File: src/inc/lgb_pkg.sv
package lgb_pkg;

  // Register port geometry
  localparam int unsigned ADDR_W       = 8;
  localparam int unsigned DATA_W       = 8;
  localparam int unsigned PT_NUM       = 14;
  localparam int unsigned PT_PER_CURVE = 7;

  // Subaddresses
  localparam logic [7:0] OFS_POINT_FIRST = 8'h26;
  localparam logic [7:0] OFS_POINT_LAST  = 8'h33;
  localparam logic [7:0] OFS_AVG_LUMA    = 8'h34;
  localparam logic [7:0] OFS_CLK_CTRL    = 8'h35;

  // Clock pin control fields
  localparam int unsigned CLK_CTRL_EN_BIT = 1;
  localparam logic [7:0]  CLK_CTRL_RESET  = 8'h78;

  // Curve point reset values: point k resets to ((k mod 7) + 1) * step
  localparam logic [7:0] PT_STEP_RESET = 8'h20;

  // Fixed curve points and segment geometry
  localparam logic [7:0]  FIX_LOW      = 8'h10;
  localparam logic [7:0]  FIX_HIGH     = 8'hF0;
  localparam logic [7:0]  PT_POS_FIRST = 8'h20;
  localparam logic [7:0]  PT_POS_LAST  = 8'hE0;
  localparam int unsigned FRAC_W       = 5;
  localparam logic [14:0] FRAC_ROUND   = 15'h0010;

  // Brightness accumulator widths
  localparam int unsigned SUM_W = 32;
  localparam int unsigned CNT_W = 24;
  localparam int unsigned REM_W = 40;
  localparam logic [2:0]  QUO_MSB = 3'h7;

  typedef enum logic {
    DIV_IDLE,
    DIV_RUN
  } lgb_div_st_t;

  typedef struct packed {
    logic [PT_NUM-1:0][7:0] pts;
    logic [7:0]             clk_ctrl;
    logic                   gate;
    logic [7:0]             luma_out;
    logic [7:0]             chroma_out;
    logic                   out_valid;
    logic                   vsync_prev;
    logic [SUM_W-1:0]       sum;
    logic [CNT_W-1:0]       cnt;
    lgb_div_st_t            st;
    logic [REM_W-1:0]       rem;
    logic [CNT_W-1:0]       dcnt;
    logic [2:0]             bit_idx;
    logic [7:0]             quot;
    logic [7:0]             avg;
    logic [7:0]             rdata;
    logic                   rvalid;
  } lgb_state_t;

endpackage : lgb_pkg

File: src/lgb_luma_gamma.sv
`timescale 1ns/1ps
`default_nettype none

// Overview of operation
// - Fourteen writable curve point registers 26H-33H
// - Gamma only on luma, chroma unchanged
// - Two curves stored, exactly one applied
// - Programmable points at inputs 32 to 224
// - Linear interpolation between adjacent curve points
// - Points 0, 16, 240, 255 are fixed
// - Read-only field average luma at 34H
// - Only active video samples are averaged
// - Average updated on vertical sync falling edge
// - Bit 1 at 35H enables PLL clock pin
// - Enable needs PLL on and oversampling on
module lgb_luma_gamma (
  input  wire logic       clk,
  input  wire logic       nrst,
  input  wire logic       ce,
  input  wire logic [7:0] reg_subaddr,
  input  wire logic       reg_wr,
  input  wire logic       reg_rd,
  input  wire logic [7:0] reg_wdata,
  output logic      [7:0] reg_rdata,
  output logic            reg_rvalid,
  input  wire logic       curve_b_select,
  input  wire logic       pll_disable_bit,
  input  wire logic       oversample_enable_bit,
  input  wire logic       pll_clk,
  output logic            pll_clock_pin,
  input  wire logic       vsync,
  input  wire logic       active_video,
  input  wire logic       pix_valid,
  input  wire logic [7:0] luma_in,
  input  wire logic [7:0] chroma_in,
  output logic      [7:0] luma_out,
  output logic      [7:0] chroma_out,
  output logic            pix_valid_out
);

  lgb_pkg::lgb_state_t q;
  lgb_pkg::lgb_state_t d;

  always_comb begin
    logic [7:0]                  x;
    logic [7:0]                  lo;
    logic [7:0]                  hi;
    logic [lgb_pkg::FRAC_W-1:0]  frac;
    logic signed [8:0]           diff;
    logic signed [14:0]          prod;
    logic signed [15:0]          acc;
    logic [7:0]                  yo;
    logic [3:0]                  off;
    logic [3:0]                  seg;
    logic                        take;
    logic [lgb_pkg::SUM_W-1:0]   sum_n;
    logic [lgb_pkg::CNT_W-1:0]   cnt_n;
    logic [lgb_pkg::REM_W-1:0]   trial;
    logic [7:0]                  quot_n;
    logic [7:0]                  sel_addr;
    x        = luma_in;
    lo       = 8'h00;
    hi       = 8'h00;
    frac     = '0;
    diff     = '0;
    prod     = '0;
    acc      = '0;
    yo       = 8'h00;
    off      = 4'h0;
    seg      = 4'h0;
    take     = 1'b0;
    sum_n    = '0;
    cnt_n    = '0;
    trial    = '0;
    quot_n   = 8'h00;
    sel_addr = 8'h00;
    d        = q;

    // Register writes
    if (reg_wr) begin
      for (int k = 0; k < lgb_pkg::PT_NUM; k++) begin
        sel_addr = 8'(lgb_pkg::OFS_POINT_FIRST + k);
        if (reg_subaddr == sel_addr) begin
          d.pts[k] = reg_wdata;
        end
      end
      if (reg_subaddr == lgb_pkg::OFS_CLK_CTRL) begin
        d.clk_ctrl = reg_wdata;
      end
    end

    // Register reads, one cycle after the strobe
    d.rvalid = reg_rd;
    if (reg_rd) begin
      d.rdata = 8'h00;
      if (reg_subaddr >= lgb_pkg::OFS_POINT_FIRST &&
          reg_subaddr <= lgb_pkg::OFS_POINT_LAST) begin
        sel_addr = 8'(reg_subaddr - lgb_pkg::OFS_POINT_FIRST);
        d.rdata  = q.pts[sel_addr[3:0]];
      end else if (reg_subaddr == lgb_pkg::OFS_AVG_LUMA) begin
        d.rdata = q.avg;
      end else if (reg_subaddr == lgb_pkg::OFS_CLK_CTRL) begin
        d.rdata    = q.clk_ctrl;
      end
    end

    // Clock pin gate
    d.gate = q.clk_ctrl[lgb_pkg::CLK_CTRL_EN_BIT] &
             ~pll_disable_bit & oversample_enable_bit;

    // Curve selection: A in the first seven points, B in the last seven
    off = curve_b_select ? 4'(lgb_pkg::PT_PER_CURVE) : 4'h0;

    // Segment lookup and interpolation
    if (x < lgb_pkg::FIX_LOW || x >= lgb_pkg::FIX_HIGH) begin
      yo = x;
    end else begin
      if (x < lgb_pkg::PT_POS_FIRST) begin
        lo   = lgb_pkg::FIX_LOW;
        hi   = q.pts[off];
        frac = {x[3:0], 1'b0};
      end else if (x >= lgb_pkg::PT_POS_LAST) begin
        seg  = 4'(off + 4'(lgb_pkg::PT_PER_CURVE - 1));
        lo   = q.pts[seg];
        hi   = lgb_pkg::FIX_HIGH;
        frac = {x[3:0], 1'b0};
      end else begin
        seg  = 4'(off + {1'b0, x[7:5]} - 4'h1);
        lo   = q.pts[seg];
        hi   = q.pts[4'(seg + 4'h1)];
        frac = x[4:0];
      end
      diff = $signed({1'b0, hi}) - $signed({1'b0, lo});
      prod = diff * $signed({1'b0, frac});
      acc  = $signed({8'h00, lo}) +
             16'((prod + $signed(lgb_pkg::FRAC_ROUND)) >>> lgb_pkg::FRAC_W);
      yo   = acc[7:0];
    end

    // Output stage, chroma carried with the same delay
    d.out_valid = pix_valid;
    if (pix_valid) begin
      d.luma_out   = yo;
      d.chroma_out = chroma_in;
    end

    // Brightness accumulation over active video
    take  = pix_valid & active_video;
    sum_n = q.sum;
    cnt_n = q.cnt;
    if (take) begin
      sum_n = lgb_pkg::SUM_W'(q.sum + {24'h00_0000, luma_in});
      cnt_n = lgb_pkg::CNT_W'(q.cnt + 1'b1);
    end
    d.vsync_prev = vsync;
    d.sum        = sum_n;
    d.cnt        = cnt_n;

    // Serial divider, one quotient bit per cycle
    case (q.st)
      lgb_pkg::DIV_IDLE: begin
        d.st = lgb_pkg::DIV_IDLE;
      end
      lgb_pkg::DIV_RUN: begin
        trial  = {16'h0000, q.dcnt} << q.bit_idx;
        quot_n = q.quot;
        if (q.rem >= trial) begin
          d.rem          = q.rem - trial;
          quot_n[q.bit_idx] = 1'b1;
        end
        d.quot    = quot_n;
        d.bit_idx = 3'(q.bit_idx - 3'h1);
        if (q.bit_idx == 3'h0) begin
          d.avg = quot_n;
          d.st  = lgb_pkg::DIV_IDLE;
        end
      end
      default: begin
        d.st = lgb_pkg::DIV_IDLE;
      end
    endcase

    // Field boundary on vertical sync falling edge
    if (q.vsync_prev && !vsync) begin
      d.rem     = {8'h00, q.sum};
      d.dcnt    = q.cnt;
      d.bit_idx = lgb_pkg::QUO_MSB;
      d.quot    = 8'h00;
      if (q.cnt == '0) begin
        d.avg = 8'h00;
        d.st  = lgb_pkg::DIV_IDLE;
      end else begin
        d.st = lgb_pkg::DIV_RUN;
      end
      d.sum = take ? {24'h00_0000, luma_in} : '0;
      d.cnt = take ? lgb_pkg::CNT_W'(1) : '0;
    end
  end

  always_ff @(posedge clk or negedge nrst) begin
    if (!nrst) begin
      for (int k = 0; k < lgb_pkg::PT_NUM; k++) begin
        q.pts[k] <= 8'(lgb_pkg::PT_STEP_RESET * ((k % lgb_pkg::PT_PER_CURVE) + 1));
      end
      q.clk_ctrl   <= lgb_pkg::CLK_CTRL_RESET;
      q.gate       <= 1'b0;
      q.luma_out   <= 8'h00;
      q.chroma_out <= 8'h00;
      q.out_valid  <= 1'b0;
      q.vsync_prev <= 1'b0;
      q.sum        <= '0;
      q.cnt        <= '0;
      q.st         <= lgb_pkg::DIV_IDLE;
      q.rem        <= '0;
      q.dcnt       <= '0;
      q.bit_idx    <= 3'h0;
      q.quot       <= 8'h00;
      q.avg        <= 8'h00;
      q.rdata      <= 8'h00;
      q.rvalid     <= 1'b0;
    end else if (ce) begin
      q <= d;
    end
  end

  assign reg_rdata     = q.rdata;
  assign reg_rvalid    = q.rvalid;
  assign luma_out      = q.luma_out;
  assign chroma_out    = q.chroma_out;
  assign pix_valid_out = q.out_valid;
  assign pll_clock_pin = pll_clk & q.gate;

endmodule : lgb_luma_gamma

`default_nettype wire

File: config.mk
export PLATFORM = sky130hd
export DESIGN_NAME = lgb_luma_gamma
export DESIGN_NICKNAME = d
export VERILOG_FILES = /design/src/inc/lgb_pkg.sv /design/src/lgb_luma_gamma.sv
export SDC_FILE = /design/constraint.sdc
export NUM_CORES = 1
export LEC_CHECK = 0
export ABC_AREA = 1
export BUFFER_PORTS_ARGS = -buffer_cell sky130_fd_sc_hd__buf_2
export CORE_MARGIN = 8
export CORE_UTILIZATION = 58
export DETAILED_ROUTE_END_ITERATION = 10
export PLACE_DENSITY = 0.78
export SYNTH_ARGS = -nofsm -noshare
export SYNTH_HDL_FRONTEND = slang
export SYNTH_SLANG_ARGS = --single-unit
export TNS_END_PERCENT = 5
File: constraint.sdc
create_clock -name clk -period 6.6 [get_ports clk]
set_clock_uncertainty 0.2 [all_clocks]
set_input_delay 0.33 -clock clk [delete_from_list [all_inputs] [get_ports clk]]
set_output_delay 0.33 -clock clk [all_outputs]
set_load 0.01 [all_outputs]
* Yosys cells after proc, flatten, opt, wreduce, memory -nomap -nowiden
Cells that the tools add are included.
** Storage, ports and cells
- Register bits :: 288
- Bits of input ports :: 44
- Output and inout bits :: 27
- Word-level logic and storage cells :: 152
** Operators by class
- Add/subtract/negate cells :: 12
- Multipliers :: 1
- Magnitude comparators :: 14
- Eq/ne operators :: 16
- Shift-type cells :: 1
- Multiplexer cells :: 40
- Bitwise operators :: 7
- Reduce and logical (&&, ||, !) cells :: 31
** Operators by type and width (number)
- 8-bit binary-select mux with 4-bit select :: 5
- 8-bit two-way mux :: 19
- 140-bit two-way mux :: 1
- 8-bit by 6-bit equality test with 1-bit output (second input constant) :: 16
- 40-bit two-way mux :: 2
- 3-bit AND reduction :: 16
- 40-bit greater-or-equal comparator :: 1
- 24-bit by 3-bit << shifter with 40-bit output :: 1
- 40-bit subtractor :: 1
- 32-bit by 8-bit adder with 32-bit output :: 1
- 32-bit two-way mux :: 1
- 24-bit by 1-bit adder with 24-bit output (second input constant) :: 1
- 24-bit logical NOT :: 1
- 24-bit two-way mux :: 1
- 4-bit by 5-bit less-than comparator with 1-bit output (second input constant) :: 4
- 19-bit two-way mux :: 1
- 8-bit greater-or-equal comparator (second input constant) :: 2
- 5-bit two-way mux :: 3
- 13-bit by 6-bit adder with 13-bit output (second input constant) :: 1
- 9-bit by 6-bit multiplier with 13-bit output :: 1
- 2-bit AND reduction :: 5
- 8-bit by 8-bit subtractor with 9-bit output :: 1
- 8-bit adder :: 1
- 8-bit by 6-bit greater-or-equal comparator with 1-bit output (second input constant) :: 1
- 24 further kinds :: 35

* Depth between registers and ports, before layout
- Word-level depth :: 14
- Mapped depth :: 51
- Mapped depth without buffers :: 49

* Worst setup path before layout
Ideal clock, no wire load.
- Path kind :: input port to flip-flop
- Start :: in curve_b_select
- End :: reg luma_out[7] (netlist name)
- Library setup time :: 0.127 ns
- Arrival :: 8.166 ns
- Data required time :: 6.273 ns
- Setup slack :: -1.894 ns
- Stages on the path :: 43
- Path buffers :: 5
- Cell sequence :: inv_1 clkbuf_1 ha_1 buf_2 inv_2 buf_2 buf_1 ha_1 xor2_2 clkbuf_1 o211ai_1 a32o_1 ha_1 a21oi_1 o21ai_0 xnor2_1 or2_2 fa_1 (+7 left out) nor2_1 nand3_1 fa_1 nand3b_1 nand2_1 a21oi_1 o21ai_0 xor2_1 inv_1 ha_1 nand2_1 o21ai_0 a31oi_1 nand3_1 nand2_1 nand2_1 nand3_1 a21oi_1
** On the way
- Longest elaborated chain between the ends :: 14
- Elaborated cells on any way between the ends :: 24
- Classes of those cells :: add/sub: 7; mul: 1; mux: 16
** Ends and longest elaborated chain
- from (decl) :: line lgb_luma_gamma.sv:26 : input wire logic curve_b_select,
- 3-bit two-way mux (*) :: line lgb_luma_gamma.sv:112 : off = curve_b_select ? 4'(lgb_pkg::PT_PER_CURVE) : 4'h0;
- 3-bit by 3-bit adder with 4-bit output :: line lgb_luma_gamma.sv:128 : seg = 4'(off + {1'b0, x[7:5]} - 4'h1);
- 4-bit by 1-bit subtractor with 4-bit output :: line lgb_luma_gamma.sv:128
- 4-bit by 1-bit adder with 4-bit output :: line lgb_luma_gamma.sv:130 : hi = q.pts[4'(seg + 4'h1)];
- 8-bit binary-select mux with 4-bit select :: line lgb_luma_gamma.sv:130
- 8-bit two-way mux (not written as such) :: line lgb_luma_gamma.sv:130
- 8-bit two-way mux :: line lgb_luma_gamma.sv:122 : end else if (x >= lgb_pkg::PT_POS_LAST) begin
- 8-bit two-way mux :: line lgb_luma_gamma.sv:118 : if (x < lgb_pkg::PT_POS_FIRST) begin
- 8-bit two-way mux :: line lgb_luma_gamma.sv:115 : if (x < lgb_pkg::FIX_LOW || x >= lgb_pkg::FIX_HIGH) begin
- 8-bit by 8-bit subtractor with 9-bit output :: line lgb_luma_gamma.sv:133 : diff = $signed({1'b0, hi}) - $signed({1'b0, lo});
- 9-bit by 6-bit multiplier with 13-bit output :: line lgb_luma_gamma.sv:134 : prod = diff * $signed({1'b0, frac});
- 13-bit by 6-bit adder with 13-bit output :: line lgb_luma_gamma.sv:136 : 16'((prod + $signed(lgb_pkg::FRAC_ROUND)) >>> lgb_pkg::FRAC_W);
- 8-bit adder (*) :: line lgb_luma_gamma.sv:135 : acc = $signed({8'h00, lo}) +
- 8-bit two-way mux (*) :: line lgb_luma_gamma.sv:115
Mark *: on every way between the ends. The rest lies on a longest branch, timed or not. The select of a mux whose other input is x is not followed.
A chain may end at the register's enable or synchronous reset.

* Final worst setup path
- Start :: in curve_b_select
- End :: reg luma_out[7] (netlist name)
** On the way
- Longest elaborated chain between the ends :: 14
- Elaborated cells on any way between the ends :: 24
- Classes of those cells :: add/sub: 7; mul: 1; mux: 16
** Ends and longest elaborated chain (line)
- 3-bit two-way mux (*) :: lgb_luma_gamma.sv:112
- 3-bit by 3-bit adder with 4-bit output :: lgb_luma_gamma.sv:128
- 4-bit by 1-bit subtractor with 4-bit output :: lgb_luma_gamma.sv:128
- 4-bit by 1-bit adder with 4-bit output :: lgb_luma_gamma.sv:130
- 8-bit binary-select mux with 4-bit select :: lgb_luma_gamma.sv:130
- 8-bit two-way mux (not written as such) :: lgb_luma_gamma.sv:130
- 8-bit two-way mux :: lgb_luma_gamma.sv:122
- 8-bit two-way mux :: lgb_luma_gamma.sv:118
- 8-bit two-way mux :: lgb_luma_gamma.sv:115
- 8-bit by 8-bit subtractor with 9-bit output :: lgb_luma_gamma.sv:133
- 9-bit by 6-bit multiplier with 13-bit output :: lgb_luma_gamma.sv:134
- 13-bit by 6-bit adder with 13-bit output :: lgb_luma_gamma.sv:136
- 8-bit adder (*) :: lgb_luma_gamma.sv:135
- 8-bit two-way mux (*) :: lgb_luma_gamma.sv:115
Marked as above.

==> out/results.md <==
| Group | Quantity | This run |
| --- | --- | --- |
| floorplanning | Die area | 45,100 sq um |
| detailed routing | Number of nets still failing antenna checks after routing | 0 |
| cts | Number of buffers created by CTS | 35 |
| sta | Number of pins exceeding their max-slew limit in the final report | 0 |
| grt | Via count of the first global-routing pass | 23,487 |
| floorplanning | IO Pins | 71 |
| finish | Net total in the final layout | 3,639 |
| cts | Root buffer cell | sky130_fd_sc_hd__clkbuf_16 |
| setup path | Largest fanout on the critical path | 10 |
| setup path | Setup Crit Path Kind | primary input to flip-flop |
| synth | Number of warnings printed during yosys synthesis | 0 |
| floorplanning | Effective utilization at floorplan | 0.583 |
| grt | All-layer global routing usage | 0.352 |
| cts | TritonCTS clock tree | built |
| sta | Share of the clock period used by the worst path after layout | 1.15 |
| sta | Slew HR | 0.284 |
| sta | Final hold vios | 0 |
| outcome | Status | finished, violations left |
| setup path | Worst R2R End | luma_out[7]$_DFFE_PN0P_ |
| cts | H-tree Lvls | 2 |
| grt | Met3 capacity usage during global routing | 0.0522 |
| setup path | Arrival time at the worst endpoint | 7890 ps |
| setup path | R2R Path Start | q[202]$_DFFE_PN0P_ |
| grt | Pin count of the biggest net entering global routing | 80 |
| finish | Total area of multi-input combinational cells | 13,400 sq um |
| synth | Number of register bits inferred by synthesis | 288 |
| synth | Number of standard cells after synthesis | 3,277 |
| grt | Global-route wire length before repair | 126 mm |
| sta | Final critical-path required period | 7610 ps |
| setup path | Slowest stage delay, CP | 520 ps |
| setup path | Path depth of the worst reg2reg path | 39 |
| synth | Number of distinct library cells after synthesis | 72 |
| synth | Total standard cell area after synthesis | 22,400 sq um |
| cts | Clock sink count | 288 |
| detailed routing | Detailed-route vias per instance | 5.98 |
| floorplanning | Horiz. Die Dim | 212 um |
| grt | Met1 Usage GRT | 0.418 |
| synth | Share of synthesized registers carrying an async set or reset | 1.00 |
| finish | Area grow syn2layout | 17.6% |
| place | Gp weighted congestion | 1.05 |
| synth | Number of enable flip-flop cells after synthesis | 0 |
| detailed routing | DRC violations left | 0 |
| finish | Number of filler cells placed in the layout | 3,262 |
| sta | Max Clk Rate | 0.131 GHz |
| detailed routing | Number of detailed-routing iterations run before antenna repair | 8 |
| run | Max-cap viol count | 0 |
| cts | Skew-Pair Late Insertion Delay | 560 ps |
| synth | Mean instance size in the synthesized netlist | 6.83 sq um |
| worst hold path | Hold WC Path Type | primary input to flip-flop |
| place | Setup slack after placement | -1650 ps |
| sta | Setup-violating endpoint count in the final report | 7 |
| setup path | Critical Path Slowest Stage Cell | sky130_fd_sc_hd__fa_1 |
| grt | Overflow after GRT | 0 |
| cts | Clock tree buffer depth | 3 |
| finish | # diodes | 0 |
| setup path | Kind of start point of the critical path | primary input |
| sta | Final worst-path setup slack | -1010 ps |
| place | Count of buffers from port buffering | 70 |
| sta | Worst hold slack | 59.6 ps |
| sta | Slew @ Worst Pin | 1070 ps |
| worst hold path | Number of cells on the worst hold path | 4 |
| detailed routing | Total routed wirelength | 80.4 mm |
| grt | Global-route track usage on met2 | 0.598 |
| floorplanning | Die height | 212 um |
| cts | Clock transition time at the flip-flop clock pins of the worst setup and hold paths | 60 ps |
| setup path | CP endpoint kind | flip-flop |
| synth | Primary FF master, synth | sky130_fd_sc_hd__dfrtp_1 |
| finish | Proportion of layout cells with a drive suffix above 1 | 0.153 |
| floorplanning | Std-Cell Core Area | 38,400 sq um |
| synth | Number of nets produced by synthesis | 3,441 |
| outcome | Violated checks | setup timing |
| sta | Aggregate negative setup slack | -4960 ps |
| worst hold path | Hold path start | luma_in[6] |
| sta | Unrepaired setup endpoints after global routing | true |
| synth | Part of the Yosys area used for sequential elements | 0.324 |
| detailed routing | Via total after detailed routing | 24,010 |
| setup path | Reg2Reg Setup Slack | -520 ps |
| worst hold path | Hold worst-path end | q[123]$_DFFE_PN0P_ |
| place | Total half-perimeter wirelength after legalization and detailed placement | 58.4 mm |
| setup path | Required @ worst endpoint | 6880 ps |
| detailed routing | Iteration-0 DRC Markers | 2,673 |
| detailed routing | Average wire per cell in the routed design | 20.0 um |
| grt | Initial antenna violation count | 0 |
| floorplanning | Std cell rows | 72 |
| finish | Area used by sequential logic in the layout | 7240 sq um |
| grt | Most congested layer reported by global routing | met2 |
cells in the mapped netlist, types with 8 or more instances:
cell                        count  area [sq um]
sky130_fd_sc_hd__inv_1        350          1310
sky130_fd_sc_hd__nor2_1       230           863
sky130_fd_sc_hd__inv_2         17          63.8
sky130_fd_sc_hd__buf_2         25           125
sky130_fd_sc_hd__nor2_2         8          50.1
sky130_fd_sc_hd__o21ai_1       48           240
sky130_fd_sc_hd__nor4_1         9          56.3
sky130_fd_sc_hd__o211ai_1      40           300
sky130_fd_sc_hd__a21oi_1      198           991
sky130_fd_sc_hd__nor3_1        34           170
sky130_fd_sc_hd__o22ai_1       24           150
sky130_fd_sc_hd__fa_1          31           621
sky130_fd_sc_hd__ha_1          89          1110
sky130_fd_sc_hd__clkbuf_1      93           349
sky130_fd_sc_hd__xnor2_1       17           149
sky130_fd_sc_hd__nand3_1      201          1010
sky130_fd_sc_hd__or2_2         16           100
sky130_fd_sc_hd__o2111ai_1     11          96.3
sky130_fd_sc_hd__dfstp_2       28           736
sky130_fd_sc_hd__xor2_1        23           201
sky130_fd_sc_hd__a31oi_1        9          56.3
sky130_fd_sc_hd__a22oi_1       16           120
sky130_fd_sc_hd__dfrtp_1      260          6510
sky130_fd_sc_hd__buf_4         25           188
sky130_fd_sc_hd__o21ai_0      382          1910
sky130_fd_sc_hd__a221oi_1      12           105
sky130_fd_sc_hd__nand4_1       44           275
sky130_fd_sc_hd__nand2_1      913          3430
cells by family after synthesis:
| family | Yosys count | share of synthesized area |
|---|---|---|
| and+or+nand+nor | 1493 | 0.282 |
| AOI/OAI and AO/OA | 799 | 0.200 |
| buffers and inverters | 530 | 0.0968 |
| DFF | 288 | 0.324 |
| adders and majority gates | 120 | 0.0775 |
| xor gates and xnor gates | 43 | 0.0183 |
| muxes | 4 | 0.00179 |
how the worst max path moves through the flow:
stage / startpoint / to / slack [ps] / depth (start not counted)
2_1_floorplan: curve_b_select / luma_out[7]$_DFFE_PN0P_ / -1170 / 46
3_3_place_gp: curve_b_select / luma_out[7]$_DFFE_PN0P_ / -1500 / 48
3_5_place_dp: curve_b_select / luma_out[7]$_DFFE_PN0P_ / -1650 / 50
4_1_cts: curve_b_select / luma_out[7]$_DFFE_PN0P_ / -770 / 47
5_1_grt: curve_b_select / luma_out[7]$_DFFE_PN0P_ / -1310 / 50
6_report: curve_b_select / luma_out[7]$_DFFE_PN0P_ / -1010 / 46
area by class of cell:
type,count,area share
Multi-Input combinational cell,2459,0.509
Sequential cell,288,0.275
Timing Repair Buffer,317,0.0899
Inverter,374,0.0541
Clock buffer,46,0.0386
Tap cell,518,0.0246
Clock inverter,16,0.00803
critical path, delay by kind of cell:
family,cells,cell delay [ps]
buf+inv,13,1050
fa+ha+maj,10,3530
compound gates,8,1160
xor+xnor,3,460
simple gates,12,1370
cells in the final DEF (no fill, tap or decap), types with 8 or more instances in the layout:
cell	synthesis	final
sky130_fd_sc_hd__nand2_1	913	903
sky130_fd_sc_hd__fa_1	31	26
sky130_fd_sc_hd__nand4_1	44	44
sky130_fd_sc_hd__buf_2	25	67
sky130_fd_sc_hd__o211ai_1	40	40
sky130_fd_sc_hd__a221oi_1	12	12
sky130_fd_sc_hd__clkbuf_8	0	10
sky130_fd_sc_hd__o2111ai_1	11	11
sky130_fd_sc_hd__nor2_1	230	227
sky130_fd_sc_hd__nor3_1	34	33
sky130_fd_sc_hd__xnor2_1	17	13
sky130_fd_sc_hd__dlygate4sd3_1	0	26
sky130_fd_sc_hd__o21ai_0	382	374
sky130_fd_sc_hd__buf_4	25	214
sky130_fd_sc_hd__nor4_1	9	9
sky130_fd_sc_hd__or2_2	16	14
sky130_fd_sc_hd__nand2_2	7	17
sky130_fd_sc_hd__o21ai_2	7	9
sky130_fd_sc_hd__dfrtp_1	260	260
sky130_fd_sc_hd__dfstp_2	28	28
sky130_fd_sc_hd__ha_1	89	72
sky130_fd_sc_hd__ha_4	0	15
sky130_fd_sc_hd__clkbuf_16	0	36
sky130_fd_sc_hd__a31oi_1	9	8
sky130_fd_sc_hd__o21ai_1	48	52
sky130_fd_sc_hd__nand3_1	201	197
sky130_fd_sc_hd__a21oi_2	4	12
sky130_fd_sc_hd__nor2_2	8	9
sky130_fd_sc_hd__inv_2	17	25
sky130_fd_sc_hd__a21oi_1	198	188
sky130_fd_sc_hd__a22oi_1	16	16
sky130_fd_sc_hd__o22ai_1	24	24
sky130_fd_sc_hd__inv_1	350	341
sky130_fd_sc_hd__xor2_1	23	22
per-layer routing:
metal	up-vias	wire, um
li1	11257	-
met1	11316	31000
met2	1150	38200
met4	0	5260
met5	-	0
met3	287	5930
state kept, by name, indices dropped and copies added, names as in the netlist:
name,flops
reg_rdata,8
q,262
pix_valid_out,1
chroma_out,8
reg_rvalid,1
luma_out,8
timing repair:
item                       in CTS  in global routing
setup endpoints to repair       7                  8
gates resized for setup        43                 32
pin swaps                      31                 34
hold endpoints to repair       99                  0
buffers inserted                4                  7
hold buffers                   26                  0
cloned                          0                  1
through the flow:
step	std cells	util	instance area, sq um
finish	4018	0.686	26300
global route	4018	0.686	26300
floorplan	3277	-	22500
detailed placement	3919	0.635	24400
global placement	3919	0.635	24400
CTS	4011	0.681	26100
Power is left out: the tool's default activity adds up to more than one toggle a clock period on the data nets, which glitch-free logic cannot reach.
